**config.mk**
```make
export PLATFORM = sky130hd
export DESIGN_NAME = mac_status_missed_packet_counter
export DESIGN_NICKNAME = d
export VERILOG_FILES = /design/src/common/mac_status_pkg.sv /design/src/rtl/mac_status_missed_packet_counter.sv
export SDC_FILE = /design/constraint.sdc
export NUM_CORES = 1
export LEC_CHECK = 0
export BUFFER_PORTS_ARGS = -buffer_cell sky130_fd_sc_hd__buf_2
export CAP_MARGIN = 30
export CORE_ASPECT_RATIO = 2
export CORE_MARGIN = 2
export CORE_UTILIZATION = 55
export DETAILED_ROUTE_END_ITERATION = 10
export PLACE_DENSITY = 0.86
export SYNTH_ARGS = -nofsm -noshare
export SYNTH_HDL_FRONTEND = slang
export SYNTH_SLANG_ARGS = --single-unit
export TNS_END_PERCENT = 20
```
**constraint.sdc**
```tcl
create_clock -name hclk -period 5.84 [get_ports hclk]
set_input_delay 0.584 -clock hclk [delete_from_list [all_inputs] [get_ports hclk]]
set_output_delay 0.584 -clock hclk [all_outputs]
set_load 0.1 [all_outputs]
```
**src/common/mac_status_pkg.sv**
```systemverilog
// Package with register map, field layout and carrier types of the MAC status block
package mac_status_pkg;

    localparam logic [31:0] ADDR_GENERAL_STATUS  = 32'hfff030b4;
    localparam logic [31:0] ADDR_MISSED_COUNTER  = 32'hfff030b8;
    localparam logic [31:0] ADDR_COMMAND         = 32'hfff03100;
    localparam logic [31:0] ADDR_INT_STATUS      = 32'hfff03104;
    localparam logic [31:0] ADDR_INT_ENABLE      = 32'hfff03108;

    localparam logic [31:0] GSTA_RESET           = 32'h00000000;
    localparam logic [15:0] MISSED_RESET         = 16'h7fff;

    // General status bit positions
    localparam int BIT_TX_HALTED      = 11;
    localparam int BIT_SQE            = 10;
    localparam int BIT_TX_PAUSED      = 9;
    localparam int BIT_DEFERRED       = 8;
    localparam int COLLISION_COUNT_FIELD_LSB           = 4;
    localparam int COLLISION_COUNT_FIELD_MSB           = 7;
    localparam int BIT_RX_FIFO_FULL   = 2;
    localparam int BIT_RX_HALTED      = 1;
    localparam int BIT_CTRL_FRAME     = 0;
    localparam logic [31:0] GSTA_FLAG_MASK = 32'h00000f07;

    // Command register bit positions
    localparam int CMD_RX_ENABLE      = 0;
    localparam int CMD_TX_ENABLE      = 8;
    localparam int CMD_SEND_PAUSE     = 16;
    localparam int CMD_QUALITY_CHECK  = 17;
    localparam int CMD_FULL_DUPLEX    = 20;
    localparam int CMD_SPEED_10M      = 21;
    // Send-pause is a one-cycle request and is not kept in the stored command
    localparam logic [31:0] CMD_STORE_MASK = 32'h00320101;
    localparam logic [31:0] CMD_RESET      = 32'h00000000;

    // Interrupt status bit positions
    localparam int IST_SUMMARY        = 0;
    localparam int IST_CRC_ERROR      = 1;
    localparam int IST_RX_OVERFLOW    = 2;
    localparam int IST_MISSED_OVF     = 14;
    localparam int IST_LOW            = 1;
    localparam int IST_HIGH           = 14;
    localparam logic [31:0] IST_STORE_MASK = 32'h00004006;
    localparam logic [31:0] IEN_STORE_MASK = 32'h00007ffe;

    localparam logic [3:0]  COLLISION_COUNT_FIELD_LAST      = 4'hf;
    localparam logic [2:0]  RX_FULL_PKTS   = 3'h4;
    localparam logic [1:0]  HTRANS_NONSEQ  = 2'h2;
    localparam logic        HRESP_OKAY     = 1'b0;

    typedef struct packed {
        logic tx_start;
        logic tx_end;
        logic sqe_detect;
        logic deferred;
        logic collision;
        logic pause_frame_rx;
    } tx_events_t;

    typedef struct packed {
        logic       frame_start;
        logic       crc_error;
        logic       fifo_overflow;
        logic       ctrl_frame;
        logic [2:0] fifo_packets;
    } rx_events_t;

    typedef struct packed {
        logic [31:0] gsta;
        logic [3:0]  collision_count_field;
        logic [15:0] missed;
        logic [31:0] cmd;
        logic [31:0] ista;
        logic [31:0] ien;
        logic        wr_pend;
        logic [31:0] wr_addr;
        logic [31:0] rdata;
        logic        abort;
        logic        drop;
        logic        pause_req;
    } state_t;

endpackage

```
**src/rtl/mac_status_missed_packet_counter.sv**
```systemverilog
// MAC general status flags and missed-packet counter behind an AHB-Lite slave
//
// Added by the designer: the AHB-Lite slave port.
`timescale 1ns/1ns

module mac_status_missed_packet_counter
    import mac_status_pkg::*;
(
    input  wire logic        hclk,
    input  wire logic        hresetn,
    input  wire logic        hsel,
    input  wire logic [31:0] haddr,
    input  wire logic [1:0]  htrans,
    input  wire logic        hwrite,
    input  wire logic [2:0]  hsize,
    input  wire logic        hready,
    input  wire logic [31:0] hwdata,
    output logic      [31:0] hrdata,
    output logic             hreadyout,
    output logic             hresp,
    input  wire tx_events_t  tx_ev,
    input  wire rx_events_t  rx_ev,
    output logic             transmit_enable_control,
    output logic             receive_enable_control,
    output logic             quality_check_enable,
    output logic             full_duplex,
    output logic             speed_10m,
    output logic             send_pause_request,
    output logic             transmit_abort_status,
    output logic             rx_packet_drop,
    output logic             receive_interrupt_summary
);

    state_t s;
    state_t next_s;

    logic        addr_take;
    logic        wr_now;
    logic [31:0] wdat;
    logic [31:0] gsta_view;
    logic [31:0] gsta_set;
    logic [31:0] gsta_clr;
    logic [31:0] ista_set;
    logic [31:0] ista_clr;
    logic        summary;
    logic        half_duplex;
    logic        fifo_full;
    logic        drop_now;
    logic        read_counter;
    logic [16:0] missed_sum;

    assign addr_take   = hsel && hready && (htrans == HTRANS_NONSEQ) && 1'b1;
    assign wr_now      = s.wr_pend;
    assign wdat        = hwdata;
    assign half_duplex = ~s.cmd[CMD_FULL_DUPLEX];
    assign fifo_full   = (rx_ev.fifo_packets >= RX_FULL_PKTS);

    // Status view: stored flags plus collision count; reserved bits stay zero
    assign gsta_view = (s.gsta & GSTA_FLAG_MASK)
                     | {24'h000000, s.collision_count_field, 4'h0};

    // Enabled interrupt status bits 1..14 form the summary
    assign summary = |(s.ista[IST_HIGH:IST_LOW] & s.ien[IST_HIGH:IST_LOW]);

    // Dropped packets: FIFO full or reception disabled at start, CRC error, overflow
    assign drop_now = (rx_ev.frame_start && (fifo_full || !s.cmd[CMD_RX_ENABLE]))
                    || rx_ev.crc_error
                    || rx_ev.fifo_overflow;

    assign read_counter = addr_take && !hwrite && (haddr == ADDR_MISSED_COUNTER);

    always_comb begin
        next_s       = s;
        gsta_set     = 32'h00000000;
        gsta_clr     = 32'h00000000;
        ista_set     = 32'h00000000;
        ista_clr     = 32'h00000000;
        missed_sum   = {1'b0, s.missed};

        next_s.abort     = 1'b0;
        next_s.drop      = drop_now;
        next_s.pause_req = 1'b0;

        // Register writes land in the data phase
        if (wr_now) begin
            case (s.wr_addr)
                ADDR_GENERAL_STATUS: begin
                    gsta_clr = wdat & GSTA_FLAG_MASK;
                end
                ADDR_MISSED_COUNTER: begin
                    missed_sum = {1'b0, wdat[15:0]};
                end
                ADDR_COMMAND: begin
                    next_s.cmd = wdat & CMD_STORE_MASK;
                    next_s.pause_req = wdat[CMD_SEND_PAUSE];
                end
                ADDR_INT_STATUS: begin
                    ista_clr = wdat & IST_STORE_MASK;
                end
                ADDR_INT_ENABLE: begin
                    next_s.ien = wdat & IEN_STORE_MASK;
                end
                default: begin
                end
            endcase
        end

        // Halted flags follow the falling edge of each enable
        if (s.cmd[CMD_TX_ENABLE] && !next_s.cmd[CMD_TX_ENABLE]) begin
            gsta_set[BIT_TX_HALTED] = 1'b1;
        end
        if (s.cmd[CMD_RX_ENABLE] && !next_s.cmd[CMD_RX_ENABLE]) begin
            gsta_set[BIT_RX_HALTED] = 1'b1;
        end
        if (tx_ev.tx_end && tx_ev.sqe_detect && s.cmd[CMD_QUALITY_CHECK]
                && s.cmd[CMD_SPEED_10M] && half_duplex) begin
            gsta_set[BIT_SQE] = 1'b1;
        end
        if (tx_ev.pause_frame_rx || next_s.pause_req) begin
            gsta_set[BIT_TX_PAUSED] = 1'b1;
        end
        if (tx_ev.deferred && half_duplex) begin
            gsta_set[BIT_DEFERRED] = 1'b1;
        end
        if (fifo_full) begin
            gsta_set[BIT_RX_FIFO_FULL] = 1'b1;
        end
        if (rx_ev.ctrl_frame && s.cmd[CMD_FULL_DUPLEX]) begin
            gsta_set[BIT_CTRL_FRAME] = 1'b1;
        end

        // Set wins over a simultaneous write-one clear
        next_s.gsta = ((s.gsta & ~gsta_clr) | gsta_set) & GSTA_FLAG_MASK;

        // Collision count: a write of ones clears, a collision counts over it
        if (wr_now && (s.wr_addr == ADDR_GENERAL_STATUS) && (|wdat[COLLISION_COUNT_FIELD_MSB:COLLISION_COUNT_FIELD_LSB])) begin
            next_s.collision_count_field = 4'h0;
        end
        if (tx_ev.tx_start) begin
            next_s.collision_count_field = 4'h0;
        end
        if (tx_ev.collision) begin
            next_s.collision_count_field = s.collision_count_field + 4'h1;
            if (s.collision_count_field == COLLISION_COUNT_FIELD_LAST) begin
                next_s.abort = 1'b1;
            end
        end

        // Read-clear happens as the read is taken; a drop in that cycle survives
        if (read_counter) begin
            missed_sum = 17'h00000;
        end
        if (drop_now) begin
            missed_sum = missed_sum + 17'h00001;
        end
        next_s.missed = missed_sum[15:0];
        if (missed_sum[16]) begin
            ista_set[IST_MISSED_OVF] = 1'b1;
        end
        if (rx_ev.crc_error) begin
            ista_set[IST_CRC_ERROR] = 1'b1;
        end
        if (rx_ev.fifo_overflow) begin
            ista_set[IST_RX_OVERFLOW] = 1'b1;
        end
        next_s.ista = ((s.ista & ~ista_clr) | ista_set) & IST_STORE_MASK;

        // Address phase: latch writes, capture read data
        next_s.wr_pend = addr_take && hwrite;
        if (addr_take) begin
            next_s.wr_addr = haddr;
        end
        next_s.rdata = 32'h00000000;
        if (addr_take && !hwrite) begin
            case (haddr)
                ADDR_GENERAL_STATUS: next_s.rdata = gsta_view;
                ADDR_MISSED_COUNTER: next_s.rdata = {16'h0000, s.missed};
                ADDR_COMMAND:        next_s.rdata = s.cmd;
                ADDR_INT_STATUS:     next_s.rdata = s.ista | {31'h0, summary};
                ADDR_INT_ENABLE:     next_s.rdata = s.ien;
                default:             next_s.rdata = 32'h00000000;
            endcase
        end
    end

    always_ff @(posedge hclk or negedge hresetn) begin
        if (!hresetn) begin
            s           <= '0;
            s.gsta      <= GSTA_RESET;
            s.missed    <= MISSED_RESET;
            s.cmd       <= CMD_RESET;
        end else begin
            s <= next_s;
        end
    end

    assign hrdata    = s.rdata;
    assign hreadyout = 1'b1;
    assign hresp     = HRESP_OKAY;

    assign transmit_enable_control = s.cmd[CMD_TX_ENABLE];
    assign receive_enable_control  = s.cmd[CMD_RX_ENABLE];
    assign quality_check_enable    = s.cmd[CMD_QUALITY_CHECK];
    assign full_duplex             = s.cmd[CMD_FULL_DUPLEX];
    assign speed_10m               = s.cmd[CMD_SPEED_10M];
    assign send_pause_request      = s.pause_req;
    assign transmit_abort_status   = s.abort;
    assign rx_packet_drop          = s.drop;
    // General status never feeds the interrupt line
    assign receive_interrupt_summary = summary;

endmodule // mac_status_missed_packet_counter

```
==> results of run 1 <==
[metal layers]
metal	part of all wire	up-vias	GRT usage	wire (um)
met5	0	-	0	0
met4	0.063	0	0.181	849
met3	0.068	59	0.0519	918
met2	0.54	226	0.476	7350
met1	0.33	2087	0.270	4430
li1	-	1913	-	-
[cells in the final DEF (no fill, tap or decap), types with 6 or more instances in the layout]
master / netlist / final
nand2_1: 36 / 36
buf_2: 1 / 96
dfrtp_1: 89 / 89
nor3_1: 12 / 11
nand4_1: 16 / 16
nor2_1: 31 / 31
nand4b_1: 8 / 8
nand3_1: 15 / 15
a2bb2oi_1: 7 / 7
a21o_1: 6 / 6
and4_1: 7 / 7
a21oi_1: 12 / 12
conb_1: 2 / 15
and3_1: 7 / 7
o21ai_0: 6 / 6
inv_1: 7 / 7
a22oi_1: 12 / 12
xnor2_1: 8 / 8
mux2i_1: 18 / 18
mux2_2: 53 / 53
and2_1: 6 / 6
dfstp_2: 15 / 15
clkbuf_16: 0 / 9
[metrics by stage]
stage	setup WS (ps)	hold WS (ps)	util
floorplan	2580	288	-
global placement	2270	468	0.601
detailed placement	2150	476	0.601
CTS	2190	181	0.629
global route	1910	194	0.629
finish	2180	168	0.629
[cell type report]
cell class | instances | area share
Timing Repair Buffer | 101 | 0.0849
Inverter | 8 | 0.00492
Clock inverter | 7 | 0.00881
Multi-Input combinational cell | 343 | 0.408
Tap cell | 132 | 0.0271
Sequential cell | 104 | 0.429
Clock buffer | 9 | 0.0369
[kinds of logic after synthesis]
family | after synthesis
other | 2
multiplexers | 74
XOR/XNOR | 11
buffers and inverters | 62
adder cells (fa/ha/maj) | 2
AO/OA/AOI/OAI | 67
flip-flops | 104
AND/OR/NAND/NOR | 174
[power groups by stage]
stage	combinational, mW	sequential [mW]	clock [mW]
after detailed placement	0.357	0.949	0
after global placement	0.339	0.943	0
after CTS	0.359	0.938	0.571
after global routing	0.394	0.952	0.600
final	0.360	0.942	0.570
after floorplan	0.261	0.928	0
[registers in the layout, summed over array words and instances, names as in the netlist]
register and flops:
quality_check_enable 1, receive_enable_control 1, send_pause_request 1, hrdata 19, speed_10m 1, transmit_abort_status 1
s 76, transmit_enable_control 1, full_duplex 1, wr_now 1, rx_packet_drop 1
[worst max-delay path: cells and delay by family, from the launching register on]
| kind | cells | cell delay, ps |
|---|---|---|
| AOI/OAI and AO/OA | 2 | 570 |
| buffers and inverters | 1 | 400 |
| muxes | 1 | 160 |
| adders and majority gates | 1 | 270 |
| and+or+nand+nor | 6 | 1790 |
| DFF | 1 | 380 |
[worst paths after layout]
check                                                     to  slack (ps)              start  cells after the start
min reg2reg                                 s[186]$_DFF_PN0_         490   s[186]$_DFF_PN0_                      1
max reg2reg                                 s[172]$_DFF_PN1_        2180  s[35]$_DFFE_PN0N_                     11
min in group hclk                           s[186]$_DFF_PN0_         430           rx_ev[2]                      2
min                                         s[179]$_DFF_PN0_         170            hresetn                      1
max in group asynchronous  transmit_enable_control$_DFF_PN0_        4430            hresetn                      2
max                                         s[172]$_DFF_PN1_        2180  s[35]$_DFFE_PN0N_                     11
==> run summary, run 1 <==
Grt ovf - 0
Worst-Margin Slew - 1030 ps
Critical path type - flip-flop to flip-flop
Slew Limit Fails - 0
Syn avg cell area - 11.0 um2
Ys async rst share - 1.00
Post-Syn Instances - 496
Post-CTS Repair Setup Buffers - 0
I/O Pins - 130
Gr usage total - 0.267
PnR Total Power - 1.87 mW
Clk_skew - 8.97 ps
Worst-Skew Late Latency - 350 ps
Worst slew margin - 0.313
Routed WL per cell - 19.2 um
Largest net degree at the start of global routing - 74
Via-to-Cell Ratio - 6.09
Layout cell share with drive strength beyond 1 - 0.346
Mux cell area share after synthesis - 0.149
# nets final - 656
Critical Path Sink Type - flip-flop
# resized after CTS - 0
DRC viols - 0
CTS sink count - 104
Final WL - 13.5 mm
Status - finished clean
IO buf count - 97
Ranking of synthesized cells by area - dfrtp_1, mux2_2, dfstp_2
Initial antenna violation count - 0
Post-synthesis sequential area ratio - 0.481
Router iterations before antenna repair - 6
Max Clock Freq - 273 MHz
TritonCTS clock tree - done
# setup viols final - 0
Synth top cells by count - dfrtp_1, mux2_2, nand2_1
Synth Area in Adders - 0.00459
Cts bufs inserted - 9
Switching share of total power - 0.313
Sequential Area - 2620 um2
Die ar. - 10800 um2
Worst Path Max Fanout - 29
Worst-path clk slew - 70 ps
Routed Antenna Nets - 0
Clock root buffer - clkbuf_16
Fin Setup TNS - 0 ps
Distinct cells, synth - 64
Layout Area Growth over Synthesis - 12.0%
Hold Buf Count CTS - 0
Yosys top cell by area - dfrtp_1
# rows - 51
Critical Path, Cell by Cell - or4_1, or3_1, nor4_4, buf_4, mux2i_1, nor2_2, ha_1, nand2_1, a21oi_1, nand3_1, a21oi_1
Vias - 4285
Most common cell on crit path - a21oi_1
Comb power frac - 0.192
Multi-input logic area - 2490 um2
Pint - 1.29 mW
Period utilisation layout - 0.626
Count leader, synth - dfrtp_1
Post-route cell area - 6100 um2
Synth Area in XOR/XNOR - 0.0177
Routability congestion estimate - 0.996
Deepest clock path buffer count - 2
Share of the synthesized area in the top cell type - 0.409
Inst Count DP - 688
Slowest cell on crit path - or4_1
Hold Path Class - input port to async pin
CP max stage delay - 570 ps
Final instance count without filler cells - 704
Initial DRC count - 384
Ys flop type - dfrtp_1
Simple-gate area share of the yosys netlist - 0.183
Switch Pwr - 586 uW
Yosys Warn Count - 0
Fin crit period - 3660 ps
FF+latch count, synth - 104
Die height - 145 um
Peak supply drop - 0.000236 V
Ant. Diodes - 0
Starting Density - 0.562
Core Footprint - 9700 um2
Critical Path RT - 6110 ps
Clk pwr share - 0.305
FILL cells - 781
Number of global-route vias before repair - 4510
Final Hold Violating Endpoints - 0
Synth Area in Compound Gates - 0.0916
Crit path DAT - 3930 ps
Die width - 74.4 um
Main combinational cell family by area after synthesis - simple AND/OR/NAND/NOR gates
H-tree depth - 3
Sequential Power Share - 0.503
Pwr dens - 306 nW/um2
RSZ-0062 raised after global routing - false
Max cap viols - 0
Startpoint types - flip-flop
First-pass GRT wire length - 21.6 mm
Leak - 2.59 nW
HPWL after detailed placement - 10.3 mm
Synth Cell Area - 5450 um2
Post-placement cell area - 5830 um2
Post-synth EDFFs - 0
(Power assumes the default switching activity.)
==> run 2, diff against run 1 <==
--- a/config.mk
+++ b/config.mk
@@ -9,9 +9,9 @@
 export CAP_MARGIN = 30
 export CORE_ASPECT_RATIO = 2
 export CORE_MARGIN = 2
-export CORE_UTILIZATION = 55
+export CORE_UTILIZATION = 54
 export DETAILED_ROUTE_END_ITERATION = 10
-export PLACE_DENSITY = 0.86
+export PLACE_DENSITY = 0.84
 export SYNTH_ARGS = -nofsm -noshare
 export SYNTH_HDL_FRONTEND = slang
 export SYNTH_SLANG_ARGS = --single-unit
==> constraint.sdc (replaced) <==
create_clock -name hclk -period 3.8 [get_ports hclk]
set_input_delay 0.38 -clock hclk [delete_from_list [all_inputs] [get_ports hclk]]
set_output_delay 0.38 -clock hclk [all_outputs]
set_load 0.1 [all_outputs]
==> run 2 against run 1 <==
  * Critical path depth decreased by 1
  * Highest routed layer unchanged
  * Power rose by 58%
  * Cell count up 0.71%
==> run summary, run 2 (same netlist as run 1, synthesis figures left out) <==
Reg-to-Reg Start - s[35]$_DFFE_PN0N_
Fin crit period - 3490 ps (-163 ps)
Pint - 2.09 mW (+63%)
Max cap viols - 0 (unchanged)
Routed Antenna Nets - 0 (unchanged)
FILL cells - 790 (+1.2%)
# rows - 51 (unchanged)
Clk_skew - 7.96 ps (-1.01 ps)
Post-CTS Repair Setup Buffers - 0 (unchanged)
Critical Path RT - 4060 ps (-2050 ps)
Critical path type - flip-flop to flip-flop
Worst slew margin - 0.427 (+0.115)
Largest register FFs - 76 (unchanged)
Largest net degree at the start of global routing - 83 (+12%)
Commonest non-fill, non-tap cell in the layout - buf_2
Final Hold Violating Endpoints - 0 (unchanged)
Worst-Skew Late Latency - 350 ps (about the same)
Critical Path Sink Type - flip-flop
Hold Path Class - input port to flip-flop
Comb power frac - 0.189 (-0.003)
Initial DRC count - 309 (-20%)
Cts bufs inserted - 9 (unchanged)
Crit path DAT - 3760 ps (-170 ps)
PnR Total Power - 2.96 mW (+58%)
Multi-input logic area - 2490 um2 (-0.20%)
Layout Area Growth over Synthesis - 13.6%
Switch Pwr - 868 uW (+48%)
First-pass GRT wire length - 22.0 mm (+1.7%)
Reg2reg path depth - 10 (-1)
Commonest non-fill, non-tap cells in the layout - buf_2, dfrtp_1, mux2_2, nand2_1, nor2_1
IO buf count - 97 (unchanged)
Core Footprint - 9760 um2 (+0.66%)
Worst-Margin Slew - 857 ps (-168 ps)
Max Clock Freq - 286 MHz (+4.7%)
Largest reg by FF count - s
Worst Hold Path EP - s[186]$_DFF_PN0_
I/O Pins - 130 (unchanged)
TritonCTS clock tree - done
# setup viols final - 0 (unchanged)
Peak supply drop - 0.000395 V (+67%)
Startpoint types - flip-flop
Leak - 2.63 nW (+1.6%)
Die ar. - 11000 um2 (+1.8%)
Worst-path clk slew - 70 ps (about the same)
Pwr dens - 478 nW/um2 (+56%)
Final worst slack - 307 ps (-1880 ps)
Routed WL per cell - 19.6 um (+1.7%)
Clk pwr share - 0.323 (+0.018)
Grt ovf - 0 (unchanged)
Sequential Area - 2620 um2 (unchanged)
Fin Setup TNS - 0 ps (unchanged)
Hold Path Origin - rx_ev[2]
# nets final - 661 (+0.76%)
Clock root buffer - clkbuf_16
Worst Path Max Fanout - 6 (-79%)
Period utilisation layout - 0.919 (+0.293)
Slew Limit Fails - 0 (unchanged)
Initial antenna violation count - 0 (unchanged)
Via-to-Cell Ratio - 5.96 (-2.1%)
Setup slack, reg-to-reg - 310 ps (-1880 ps)
Die height - 146 um (+0.89%)
Vias - 4224 (-1.4%)
Die width - 75.0 um (+0.87%)
HPWL after detailed placement - 10.6 mm (+2.6%)
RSZ-0062 raised after global routing - false
Layout cell share with drive strength beyond 1 - 0.345 (-0.00127)
DRC viols - 0 (unchanged)
Hold Slack - 229 ps (+60.8 ps)
H-tree depth - 3 (unchanged)
Ant. Diodes - 0 (unchanged)
Status - finished clean
Switching share of total power - 0.293 (-0.0198)
Router iterations before antenna repair - 6 (unchanged)
Deepest clock path buffer count - 2 (unchanged)
Hold path depth - 2
Starting Density - 0.558 (-0.00367)
CTS sink count - 104 (unchanged)
Number of global-route vias before repair - 4475 (-0.78%)
FF-to-FF End - s[176]$_DFF_PN1_
Routability congestion estimate - 0.979 (-1.8%)
Dpl ws - 382 ps (-1770 ps)
Final WL - 13.9 mm (+2.4%)
Gr usage total - 0.269 (+0.00175)
Sequential Power Share - 0.488 (-0.015)
-- run 2: cell count changes in the layout (fill, tap and decap cells not counted), moves of 2 or more --
| cell | before | now |
|---|---|---|
| clkinv_4 | 2 | 0 |
| inv_6 | 3 | 0 |
| clkbuf_1 | 0 | 2 |
| buf_4 | 5 | 8 |
| clkbuf_8 | 0 | 3 |
| clkinv_2 | 2 | 0 |
-- run 2: routing by layer --
layer	global-route usage	vias to the layer above	share of wire
met3	0.0524	55	0.052
li1	-	1921	-
met4	0.190	0	0.063
met2	0.458	188	0.55
met5	0	-	0
met1	0.281	2060	0.34
-- run 2: critical path, cell delays in order (launching register included) --
cell,delay (ps)
dfrtp_1,380
or4_1,600
or3_1,480
nor4_4,460
mux2i_1,180
nor2_1,140
ha_1,270
nand2_1,190
a21oi_1,400
a21oi_1,120
nor3_1,210
-- run 2: layout make-up --
type | instances | share of cell area
clock buffers | 14 | 0.0443
multi-input cells | 343 | 0.401
flip-flops and latches | 104 | 0.423
clock inverters | 2 | 0.00606
well taps | 132 | 0.0267
repair buffers | 106 | 0.0934
inverters | 8 | 0.00485
-- run 2: power groups by stage --
stage | clock network [mW] | logic (mW) | registers (mW)
floorplan | 0 | 0.401 | 1.43
global placement | 0 | 0.524 | 1.45
detailed placement | 0 | 0.551 | 1.46
CTS | 0.970 | 0.554 | 1.44
global route | 1.01 | 0.609 | 1.46
finish | 0.956 | 0.559 | 1.45
-- run 2: stage by stage --
step,std cells,utilization,instance area (um2)
final,709,0.634,6190
after global routing,709,0.634,6190
after CTS,707,0.630,6150
after detailed placement,691,0.598,5840
after global placement,691,0.598,5840
after floorplan,509,-,5500
-- run 2: worst max path at each step --
stage / from / endpoint / slack [ps] / depth (start not counted)
after floorplan: s[35]$_DFFE_PN0N_ / s[176]$_DFF_PN1_ / 720 / 13
after global placement: s[35]$_DFFE_PN0N_ / s[176]$_DFF_PN1_ / 530 / 10
after detailed placement: s[35]$_DFFE_PN0N_ / s[176]$_DFF_PN1_ / 380 / 10
after CTS: s[35]$_DFFE_PN0N_ / s[176]$_DFF_PN1_ / 340 / 10
after global routing: s[50]$_DFFE_PN0N_ / s[176]$_DFF_PN1_ / 30 / 10
final: s[35]$_DFFE_PN0N_ / s[176]$_DFF_PN1_ / 310 / 10
-- run 2: repair_timing --
action,in CTS,in global routing
gates resized for setup,0,0
hold buffers,0,1
hold endpoints to repair,0,12
